==> config.mk <==
export PLATFORM = sky130hd
export DESIGN_NAME = xcr_regs
export DESIGN_NICKNAME = d
export VERILOG_FILES = /design/src/xcr_pkg.sv /design/src/xcr_regs.sv
export SDC_FILE = /design/constraint.sdc
export NUM_CORES = 1
export LEC_CHECK = 0
export BUFFER_PORTS_ARGS = -buffer_cell sky130_fd_sc_hd__buf_2
export CORE_ASPECT_RATIO = 0.75
export CORE_MARGIN = 2
export CORE_UTILIZATION = 52
export CTS_BUF_LIST = sky130_fd_sc_hd__clkbuf_16
export DETAILED_ROUTE_END_ITERATION = 8
export HOLD_SLACK_MARGIN = 0.1
export PLACE_DENSITY = 0.91
export SYNTH_ARGS = -nofsm -noshare
export SYNTH_HDL_FRONTEND = slang
export SYNTH_SLANG_ARGS = --single-unit
==> constraint.sdc <==
create_clock -name core_clk_i -period 2.2 [get_ports core_clk_i]
set_clock_uncertainty 0.05 [all_clocks]
set_input_delay 0.11 -clock core_clk_i [delete_from_list [all_inputs] [get_ports core_clk_i]]
set_output_delay 0.11 -clock core_clk_i [all_outputs]
set_load 0.03 [all_outputs]
==> src/xcr_pkg.sv <==
package xcr_pkg;
  // control register bus
  localparam int          ABUS_W     = 10;
  localparam logic [9:0]  ADDR_IST   = 10'h020;
  localparam logic [9:0]  ADDR_MASK  = 10'h021;
  localparam logic [9:0]  ADDR_MARB  = 10'h023;
  localparam logic [9:0]  ADDR_MFIFO = 10'h024;
  localparam logic [9:0]  ADDR_MMISC = 10'h026;
  localparam logic [9:0]  ADDR_XARB  = 10'h028;
  localparam logic [9:0]  ADDR_XFIFO = 10'h029;
  localparam logic [9:0]  ADDR_XMISC = 10'h02B;
  // per path addresses, index 0 master-bus path, 1 memory-controller path
  localparam logic [1:0][9:0] ARB_ADDR  = {ADDR_XARB, ADDR_MARB};
  localparam logic [1:0][9:0] FIFO_ADDR = {ADDR_XFIFO, ADDR_MFIFO};
  localparam logic [1:0][9:0] MISC_ADDR = {ADDR_XMISC, ADDR_MMISC};
  // interrupt status bit positions (lsb numbering, msb is bit 0 in print)
  localparam int IST_S0_CFG  = 28;
  localparam int IST_S0_MIRQ = 27;
  localparam int IST_S0_RD   = 26;
  localparam int IST_S0_WR   = 25;
  localparam int IST_S0_FIFO = 24;
  localparam int IST_S1_CFG  = 20;
  localparam int IST_S1_MIRQ = 19;
  localparam int IST_S1_RD   = 18;
  localparam int IST_S1_WR   = 17;
  localparam int IST_S1_FIFO = 16;
  localparam int IST_M_CFG   = 14;
  localparam int IST_M_MIRQ  = 13;
  localparam int IST_M_RD    = 12;
  localparam int IST_M_WR    = 11;
  localparam int IST_M_TOUT  = 10;
  localparam int IST_M_FIFO  = 7;
  localparam int IST_XM_FIFO = 6;
  localparam int IST_XC_FIFO = 5;
  localparam logic [31:0] IST_W1C_BITS = 32'h06061C00;
  localparam logic [31:0] IST_IMPL     = 32'h1F1F7CE0;
  localparam logic [31:0] MASK_RST     = 32'h1F1F7CE0;
  // arbitration config fields
  localparam int ARB_IR_LSB   = 20;
  localparam int ARB_DW_LSB   = 16;
  localparam int ARB_DR_LSB   = 12;
  localparam int ARB_S1_LSB   = 8;
  localparam int ARB_S0_LSB   = 4;
  localparam int ARB_SYNC_BIT = 2;
  localparam int ARB_MODE_LSB = 0;
  localparam logic [31:0] ARB_RST    = 32'h00432010;
  localparam logic [1:0][31:0] ARB_WMASK = {32'h00777773, 32'h00777777};
  // arbitration modes
  localparam logic [1:0] MODE_LRU   = 2'h0;
  localparam logic [1:0] MODE_RR    = 2'h1;
  localparam logic [1:0] MODE_FIXED = 2'h2;
  // queue fault status and queue reset controls
  localparam logic [3:0] FIFO_MASK    = 4'hF;
  localparam int         MISC_RRST    = 1;
  localparam int         MISC_WRST    = 0;
endpackage

==> src/xcr_regs.sv <==
`timescale 1ns/1ns
// Summary of operation
// - slave port 0 read/write errors latch into status bits 5, 6; write 1 clears
// - slave port 1 read/write errors latch into status bits 13, 14; write 1 clears
// - master read, write, time-out errors latch into bits 19, 20, 21
// - bus request errors of both slaves and master show read-only at 4, 12, 18
// - queue errors of both slaves and master show read-only at 7, 15, 24
// - slave 1 config/command and master config errors show read-only at 11, 17
// - crossbar master-path and memory-path queue faults show read-only at 25, 26
// - a mask bit of 0 stops that status source from raising the interrupt
// - mask resets from its tie-off attribute, all implemented bits 1 by default
// - priorities count only in fixed and round-robin modes; 4 highest, 0 lowest
// - 3-bit priorities at 9:11, 13:15, 17:19, 21:23, 25:27 with set defaults
// - mode bits 30:31: 00 LRU, 01 round-robin, 10 fixed, 11 forbidden
// - master-path bit 29 enables the sync transfer attribute
// - memory-path arbiter has own register and tie-off; bits 28:29 reserved
// - queue status bits 28 to 31 flag over/underflow; write 1 clears each
// - any set queue fault bit raises that path's crossbar status bit
// - writing 1 to bit 30 or 31 resets read or write command queue
// - queue reset bits always read back as zero
// - status bits set even while their mask bit is 0
// - write 1 clears clear-on-write bits; read-only bits follow their source
module xcr_regs #(
  parameter logic [31:0] mask_tieoff_attr       = xcr_pkg::MASK_RST,
  parameter logic [31:0] master_arb_tieoff_attr = xcr_pkg::ARB_RST,
  parameter logic [31:0] memory_arb_tieoff_attr = xcr_pkg::ARB_RST
) (
  // clock and reset
  input  wire logic                      core_clk_i,
  input  wire logic                      resetn_i,
  // control register bus
  input  wire logic [xcr_pkg::ABUS_W-1:0] dcr_abus_i,
  input  wire logic                      dcr_read_i,
  input  wire logic                      dcr_write_i,
  input  wire logic [31:0]               dcr_wdata_i,
  output logic      [31:0]               dcr_rdata_o,
  output logic                           dcr_ack_o,
  // slave port 0 sources
  input  wire logic                      s0_cfg_err_i,
  input  wire logic                      s0_mirq_i,
  input  wire logic                      s0_read_error_i,
  input  wire logic                      s0_write_error_i,
  input  wire logic                      s0_fifo_err_i,
  // slave port 1 sources
  input  wire logic                      s1_cfg_err_i,
  input  wire logic                      s1_mirq_i,
  input  wire logic                      s1_read_error_i,
  input  wire logic                      s1_write_error_i,
  input  wire logic                      s1_fifo_err_i,
  // master port sources
  input  wire logic                      m_cfg_err_i,
  input  wire logic                      m_mirq_i,
  input  wire logic                      m_read_error_i,
  input  wire logic                      m_write_error_i,
  input  wire logic                      m_timeout_i,
  input  wire logic                      m_fifo_err_i,
  // crossbar queues, index 0 master path, 1 memory path
  input  wire logic [1:0][3:0]           queue_fault_i,
  output logic      [1:0]                read_cmd_queue_reset_o,
  output logic      [1:0]                write_cmd_queue_reset_o,
  // arbiter configuration
  output logic      [1:0][2:0]           instr_read_priority_o,
  output logic      [1:0][2:0]           data_write_priority_o,
  output logic      [1:0][2:0]           data_read_priority_o,
  output logic      [1:0][2:0]           slave_port_1_priority_o,
  output logic      [1:0][2:0]           slave_port_0_priority_o,
  output logic      [1:0][1:0]           arb_mode_o,
  output logic      [1:0]                prio_active_o,
  output logic                           sync_attr_enable_o,
  // interrupt
  output logic                           irq_o
);

  logic        ack_r;
  logic [31:0] rdata_r;
  logic [31:0] w1c_r;
  logic [31:0] mask_r;
  logic [31:0] arb_r  [2];
  logic [3:0]  fifo_r [2];
  logic [1:0]  qrst_r [2];

  wire         rd_go = dcr_read_i && !ack_r;
  wire         wr_go = dcr_write_i && !ack_r;
  wire         ist_wr  = wr_go && (dcr_abus_i == xcr_pkg::ADDR_IST);
  wire         mask_wr = wr_go && (dcr_abus_i == xcr_pkg::ADDR_MASK);

  // event sources of the clear-on-write bits
  logic [31:0] w1c_set;
  logic [31:0] ro_w;
  logic [31:0] ist_w;
  always_comb begin
    w1c_set = 32'h0;
    w1c_set[xcr_pkg::IST_S0_RD] = s0_read_error_i;
    w1c_set[xcr_pkg::IST_S0_WR] = s0_write_error_i;
    w1c_set[xcr_pkg::IST_S1_RD] = s1_read_error_i;
    w1c_set[xcr_pkg::IST_S1_WR] = s1_write_error_i;
    w1c_set[xcr_pkg::IST_M_RD]  = m_read_error_i;
    w1c_set[xcr_pkg::IST_M_WR]  = m_write_error_i;
    w1c_set[xcr_pkg::IST_M_TOUT] = m_timeout_i;
    ro_w = 32'h0;
    ro_w[xcr_pkg::IST_S0_CFG]  = s0_cfg_err_i;
    ro_w[xcr_pkg::IST_S0_MIRQ] = s0_mirq_i;
    ro_w[xcr_pkg::IST_S1_MIRQ] = s1_mirq_i;
    ro_w[xcr_pkg::IST_M_MIRQ]  = m_mirq_i;
    ro_w[xcr_pkg::IST_S0_FIFO] = s0_fifo_err_i;
    ro_w[xcr_pkg::IST_S1_FIFO] = s1_fifo_err_i;
    ro_w[xcr_pkg::IST_M_FIFO]  = m_fifo_err_i;
    ro_w[xcr_pkg::IST_S1_CFG]  = s1_cfg_err_i;
    ro_w[xcr_pkg::IST_M_CFG]   = m_cfg_err_i;
    ro_w[xcr_pkg::IST_XM_FIFO] = |fifo_r[0];
    ro_w[xcr_pkg::IST_XC_FIFO] = |fifo_r[1];
    ist_w = w1c_r | ro_w;
  end

  // set wins over a clear in the same cycle; mask has no say here
  wire [31:0] w1c_clr = ist_wr ? dcr_wdata_i : 32'h0;
  wire [31:0] w1c_nxt = ((w1c_r & ~w1c_clr) | w1c_set) & xcr_pkg::IST_W1C_BITS;

  always_ff @(posedge core_clk_i or negedge resetn_i) begin
    if (!resetn_i) begin
      w1c_r  <= 32'h0;
      mask_r <= mask_tieoff_attr & xcr_pkg::IST_IMPL;
    end else begin
      w1c_r <= w1c_nxt;
      if (mask_wr) begin
        mask_r <= dcr_wdata_i & xcr_pkg::IST_IMPL;
      end
    end
  end

  assign irq_o = |(ist_w & mask_r);

  // per path arbiter config, queue fault status, queue resets
  for (genvar p = 0; p < 2; p++) begin : g_path
    localparam logic [31:0] ARB_INIT = (p == 0) ? master_arb_tieoff_attr
                                                : memory_arb_tieoff_attr;
    wire       arb_wr  = wr_go && (dcr_abus_i == xcr_pkg::ARB_ADDR[p]);
    wire       fifo_wr = wr_go && (dcr_abus_i == xcr_pkg::FIFO_ADDR[p]);
    wire       misc_wr = wr_go && (dcr_abus_i == xcr_pkg::MISC_ADDR[p]);
    wire [3:0] fifo_clr = fifo_wr ? dcr_wdata_i[3:0] : 4'h0;
    wire [3:0] fifo_nxt = ((fifo_r[p] & ~fifo_clr) | queue_fault_i[p]) & xcr_pkg::FIFO_MASK;
    wire [1:0] qrst_nxt = misc_wr ? dcr_wdata_i[1:0] : 2'h0;

    always_ff @(posedge core_clk_i or negedge resetn_i) begin
      if (!resetn_i) begin
        arb_r[p]  <= ARB_INIT & xcr_pkg::ARB_WMASK[p];
        fifo_r[p] <= 4'h0;
        qrst_r[p] <= 2'h0;
      end else begin
        if (arb_wr) begin
          arb_r[p] <= dcr_wdata_i & xcr_pkg::ARB_WMASK[p];
        end
        fifo_r[p] <= fifo_nxt;
        qrst_r[p] <= qrst_nxt;
      end
    end

    assign read_cmd_queue_reset_o[p]  = qrst_r[p][xcr_pkg::MISC_RRST];
    assign write_cmd_queue_reset_o[p] = qrst_r[p][xcr_pkg::MISC_WRST];
    assign instr_read_priority_o[p]   = arb_r[p][xcr_pkg::ARB_IR_LSB +: 3];
    assign data_write_priority_o[p]   = arb_r[p][xcr_pkg::ARB_DW_LSB +: 3];
    assign data_read_priority_o[p]    = arb_r[p][xcr_pkg::ARB_DR_LSB +: 3];
    assign slave_port_1_priority_o[p] = arb_r[p][xcr_pkg::ARB_S1_LSB +: 3];
    assign slave_port_0_priority_o[p] = arb_r[p][xcr_pkg::ARB_S0_LSB +: 3];
    assign arb_mode_o[p]              = arb_r[p][xcr_pkg::ARB_MODE_LSB +: 2];
    assign prio_active_o[p] = (arb_mode_o[p] == xcr_pkg::MODE_RR) ||
                              (arb_mode_o[p] == xcr_pkg::MODE_FIXED);
  end

  assign sync_attr_enable_o = arb_r[0][xcr_pkg::ARB_SYNC_BIT];

  // read mux; queue reset registers always read zero, unmapped reads zero
  wire [31:0] rd_mux =
    (dcr_abus_i == xcr_pkg::ADDR_IST)   ? ist_w :
    (dcr_abus_i == xcr_pkg::ADDR_MASK)  ? mask_r :
    (dcr_abus_i == xcr_pkg::ADDR_MARB)  ? arb_r[0] :
    (dcr_abus_i == xcr_pkg::ADDR_MFIFO) ? {28'h0, fifo_r[0]} :
    (dcr_abus_i == xcr_pkg::ADDR_XARB)  ? arb_r[1] :
    (dcr_abus_i == xcr_pkg::ADDR_XFIFO) ? {28'h0, fifo_r[1]} :
    32'h0;

  // one-cycle acknowledge after a request, then a gap cycle
  always_ff @(posedge core_clk_i or negedge resetn_i) begin
    if (!resetn_i) begin
      ack_r   <= 1'b0;
      rdata_r <= 32'h0;
    end else begin
      ack_r <= rd_go || wr_go;
      if (rd_go) begin
        rdata_r <= rd_mux;
      end
    end
  end

  assign dcr_ack_o   = ack_r;
  assign dcr_rdata_o = rdata_r;
endmodule // xcr_regs

==> results.py <==
metrics = {
    "pwr": {
        "clkPwrFrac": 0.374,
        "cellPowerDensity_mw_per_mm2": 614.0,
        "peakVddDrop_uv": 451.0,
        "pwr-share-comb": 0.145,
        "leakage_nw": 3.161,
        "switchingPower_mw": 1.107,
        "power_mw": 4.013,
        "power_switching_share": 0.2758,
        "cell_internal_pwr_mw": 2.906,
        "power.share.sequential": 0.481,
    },
    "place": {
        "place.gp.congestion": 0.8406,
        "dp.cells": 664,
        "portBuffers": 134,
        "dpl-instance-area_sq_mm": 0.005615,
        "post-dp-hpwl_um": 9211,
    },
    "timing": {
        "fmax_mhz": 465.2,
        "tightest_slew_ns": 0.5386,
        "final_max_slew_viol_count": 0,
        "slew-limit-headroom": 0.6396,
        "setup_viol": 0,
        "rsz0062_at_grt": "yes",
        "min_period_ns": 2.150,
        "hold_viol": 0,
        "period_share": 0.9772,
    },
    "floorplanning": {
        "pin_count": 145,
        "initial_utilization": 0.5325,
        "chipHeight_um": 87.01,
        "die_area_sq_mm": 0.009977,
        "core_area_sq_mm": 0.008971,
        "die_width_um": 114.7,
        "num_rows": 30,
    },
    "setup_path": {
        "r2r-start": "dcr_ack_o$_DFF_PN0_",
        "crit_type": "flop to flop",
        "crit_buf_inv": 2,
        "crit_path_start_kind": "flop",
        "r2r-end": "w1c_r[10]$_DFF_PN0_",
        "cp.required_ns": 2.37,
        "slowest_stage": "dlygate4sd3_1",
        "critPathCapture": "w1c_r[10]$_DFF_PN0_",
        "setup.worst_path.start": "dcr_ack_o$_DFF_PN0_",
        "rrSetupSlack_ns": 0.05,
        "critPathMaxFanout": 7,
        "max_stage_delay_ns": 0.58,
        "path_cells": "nand2b_4 > nor4_2 > buf_4 > nand2_1 > a21o_1 > dlygate4sd3_1",
        "end_kind": "flop",
        "crit_family": "buffers and inverters",
        "worst-path-stages": 6,
        "rr_worst_depth": 6,
        "cp.arrival_ns": 2.31,
    },
    "final_layout": {
        "area_growth_syn_to_layout_pct": 36.80,
        "multi_input_area_sq_mm": 0.002066,
        "regArea_sq_mm": 0.002539,
        "fillCellCount": 649,
        "drive_gt1_frac": 0.4333,
        "antennaDiodeCount": 0,
        "nets": 695,
        "final_cell_mix": "buf_2, dfrtp_1, dlygate4sd3_1",
        "fin_area_sq_mm": 0.006535,
        "stdcell_count": 742,
        "final_common_cell": "buf_2",
    },
    "synthesis": {
        "synth_seq_cells": 100,
        "netlist_area_sq_mm": 0.004777,
        "synthCells": 423,
        "ys_types": 46,
        "avgSynthCellArea_sq_um": 11.29,
        "ys_warn_count": 0,
        "netlist_top_cells_area": "dfrtp_1, dfstp_2, mux2_2",
        "synth_seq_area_share": 0.5312,
        "synth_area_leader_cell": "dfrtp_1",
        "yosysTopAreaCellShare": 0.3772,
        "synth_edf_count": 0,
        "async_reset_ff_frac": 1.000,
        "synth_flop_cell": "dfrtp_1",
    },
    "grt": {
        "grt_pass1_wl_um": 22120,
        "overflow": 0,
        "grt_pass1_vias": 4446,
        "antenna_found_initial": 0,
        "track_usage": 0.2873,
        "grt_max_degree": 57,
    },
    "clock_tree": {
        "numCtsBuffers": 9,
        "insertion_delay_ns": 0.34,
        "clock_path_buffers": 2,
        "cts_root_buffer": "clkbuf_16",
        "cts_tree": "built",
        "clkTransAtPathRegs_ns": 0.07,
        "htreeDepth": 3,
        "postCtsSetupBuffers": 0,
        "cts_sinks": 100,
    },
    "route": {
        "vias_per_cell": 5.845,
        "finalWirelength_um": 13990,
        "firstDrtPassIters": 5,
        "wl_per_cell_um": 18.86,
        "vias": 4337,
        "ant_nets": 0,
        "route.detailed.drc": 0,
        "drt-initial-drc-count": 493,
    },
    "hold_path": {
        "hold_class": "primary input to async pin",
    },
    "run_status": {
        "status": "complete, no violations",
    },
    "run": {
        "cap_violations": 0,
    },
}
==> power by group through the flow <==
stage,registers (mW),logic (mW),clock network (mW)
final,1.93,0.581,1.50
after CTS,1.93,0.571,1.53
after global placement,1.96,0.486,0
after detailed placement,1.96,0.500,0
after floorplan,2.05,0.180,0
after global routing,1.94,0.624,1.59
==> stage by stage <==
step / util / TNS, ns / setup slack, ns / hold slack [ns]
floorplan: - / 0 / 0.1719 / -0.2356
global placement: 0.6259 / 0 / 0.1281 / -0.08180
detailed placement: 0.6259 / 0 / 0.07069 / -0.07514
CTS: 0.7268 / 0 / 0.02717 / 0.1063
global route: 0.7285 / -0.002422 / -0.002422 / 0.1301
finish: 0.7285 / 0 / 0.05024 / 0.1143
==> area by class of cell <==
type / count / share of cell area
multi-input combinational: 289 / 0.3161
sequential: 100 / 0.3885
timing repair buffer: 217 / 0.2259
inverter: 8 / 0.004595
clock inverter: 7 / 0.008999
clock buffer: 9 / 0.03446
tap: 112 / 0.02144
==> state kept, by name (all words and copies together) (netlist names) <==
signal                   count
arb_mode_o                   4
instr_read_priority_o        6
sync_attr_enable_o           1
slave_port_0_priority_o      6
data_write_priority_o        6
dcr_ack_o                    1
write_cmd_queue_reset_o      2
w1c_r                        7
dcr_rdata_o                 27
data_read_priority_o         6
mask_r                      18
fifo_r                       8
read_cmd_queue_reset_o       2
slave_port_1_priority_o      6
==> cell families (layout without fill, tap and decap cells) <==
kind of cell           Yosys count  in the layout  synth area share
AO/OA/AOI/OAI                   99             99            0.1472
XOR/XNOR                         2              2          0.003668
buffers and inverters           38            241           0.04531
flip-flops                     100            100            0.5312
AND/OR/NAND/NOR                129            129            0.1370
other                            1              5         0.0007850
multiplexers                    54             54            0.1349
==> how the worst min path moves through the flow <==
stage,start,endpoint,cells past startpoint
after floorplan,resetn_i,arb_mode_o[0]$_DFFE_PN0P_,0
after global placement,resetn_i,data_write_priority_o[5]$_DFFE_PN0P_,1
after detailed placement,resetn_i,data_write_priority_o[2]$_DFFE_PN0P_,1
after CTS,resetn_i,data_write_priority_o[2]$_DFFE_PN0P_,2
after global routing,resetn_i,data_write_priority_o[2]$_DFFE_PN0P_,2
final,resetn_i,data_write_priority_o[2]$_DFFE_PN0P_,2
==> cell usage after synthesis (4+ instances only) <==
library cell and instances:
a32oi_1 5, nand2_1 49, a31o_2 4, and3_1 5, a221oi_1 8, nor2_1 27
nor4_1 11, mux2_2 43, nor3_1 6, buf_6 4, dfrtp_1 72, a21oi_1 9
buf_2 7, a22o_1 8, a31oi_1 4, mux2_4 10, o21ai_0 18, dfstp_2 28
nand2b_1 14, buf_4 5, inv_1 8, a21o_1 21, a22oi_1 11, clkbuf_1 12
==> timing repair <==
action | CTS | global route
gates resized for setup | 0 | 4
hold buffers | 62 | 0
endpoints found under the setup margin | 0 | 11
hold endpoints to repair | 153 | 0
==> per-layer routing <==
| metal | track usage | share of wire |
|---|---|---|
| met1 | 0.3749 | 0.41 |
| met2 | 0.4701 | 0.48 |
| met3 | 0.06611 | 0.079 |
| met4 | 0.1120 | 0.021 |
| met5 | 0 | 0 |
(Power assumes the default switching activity.)
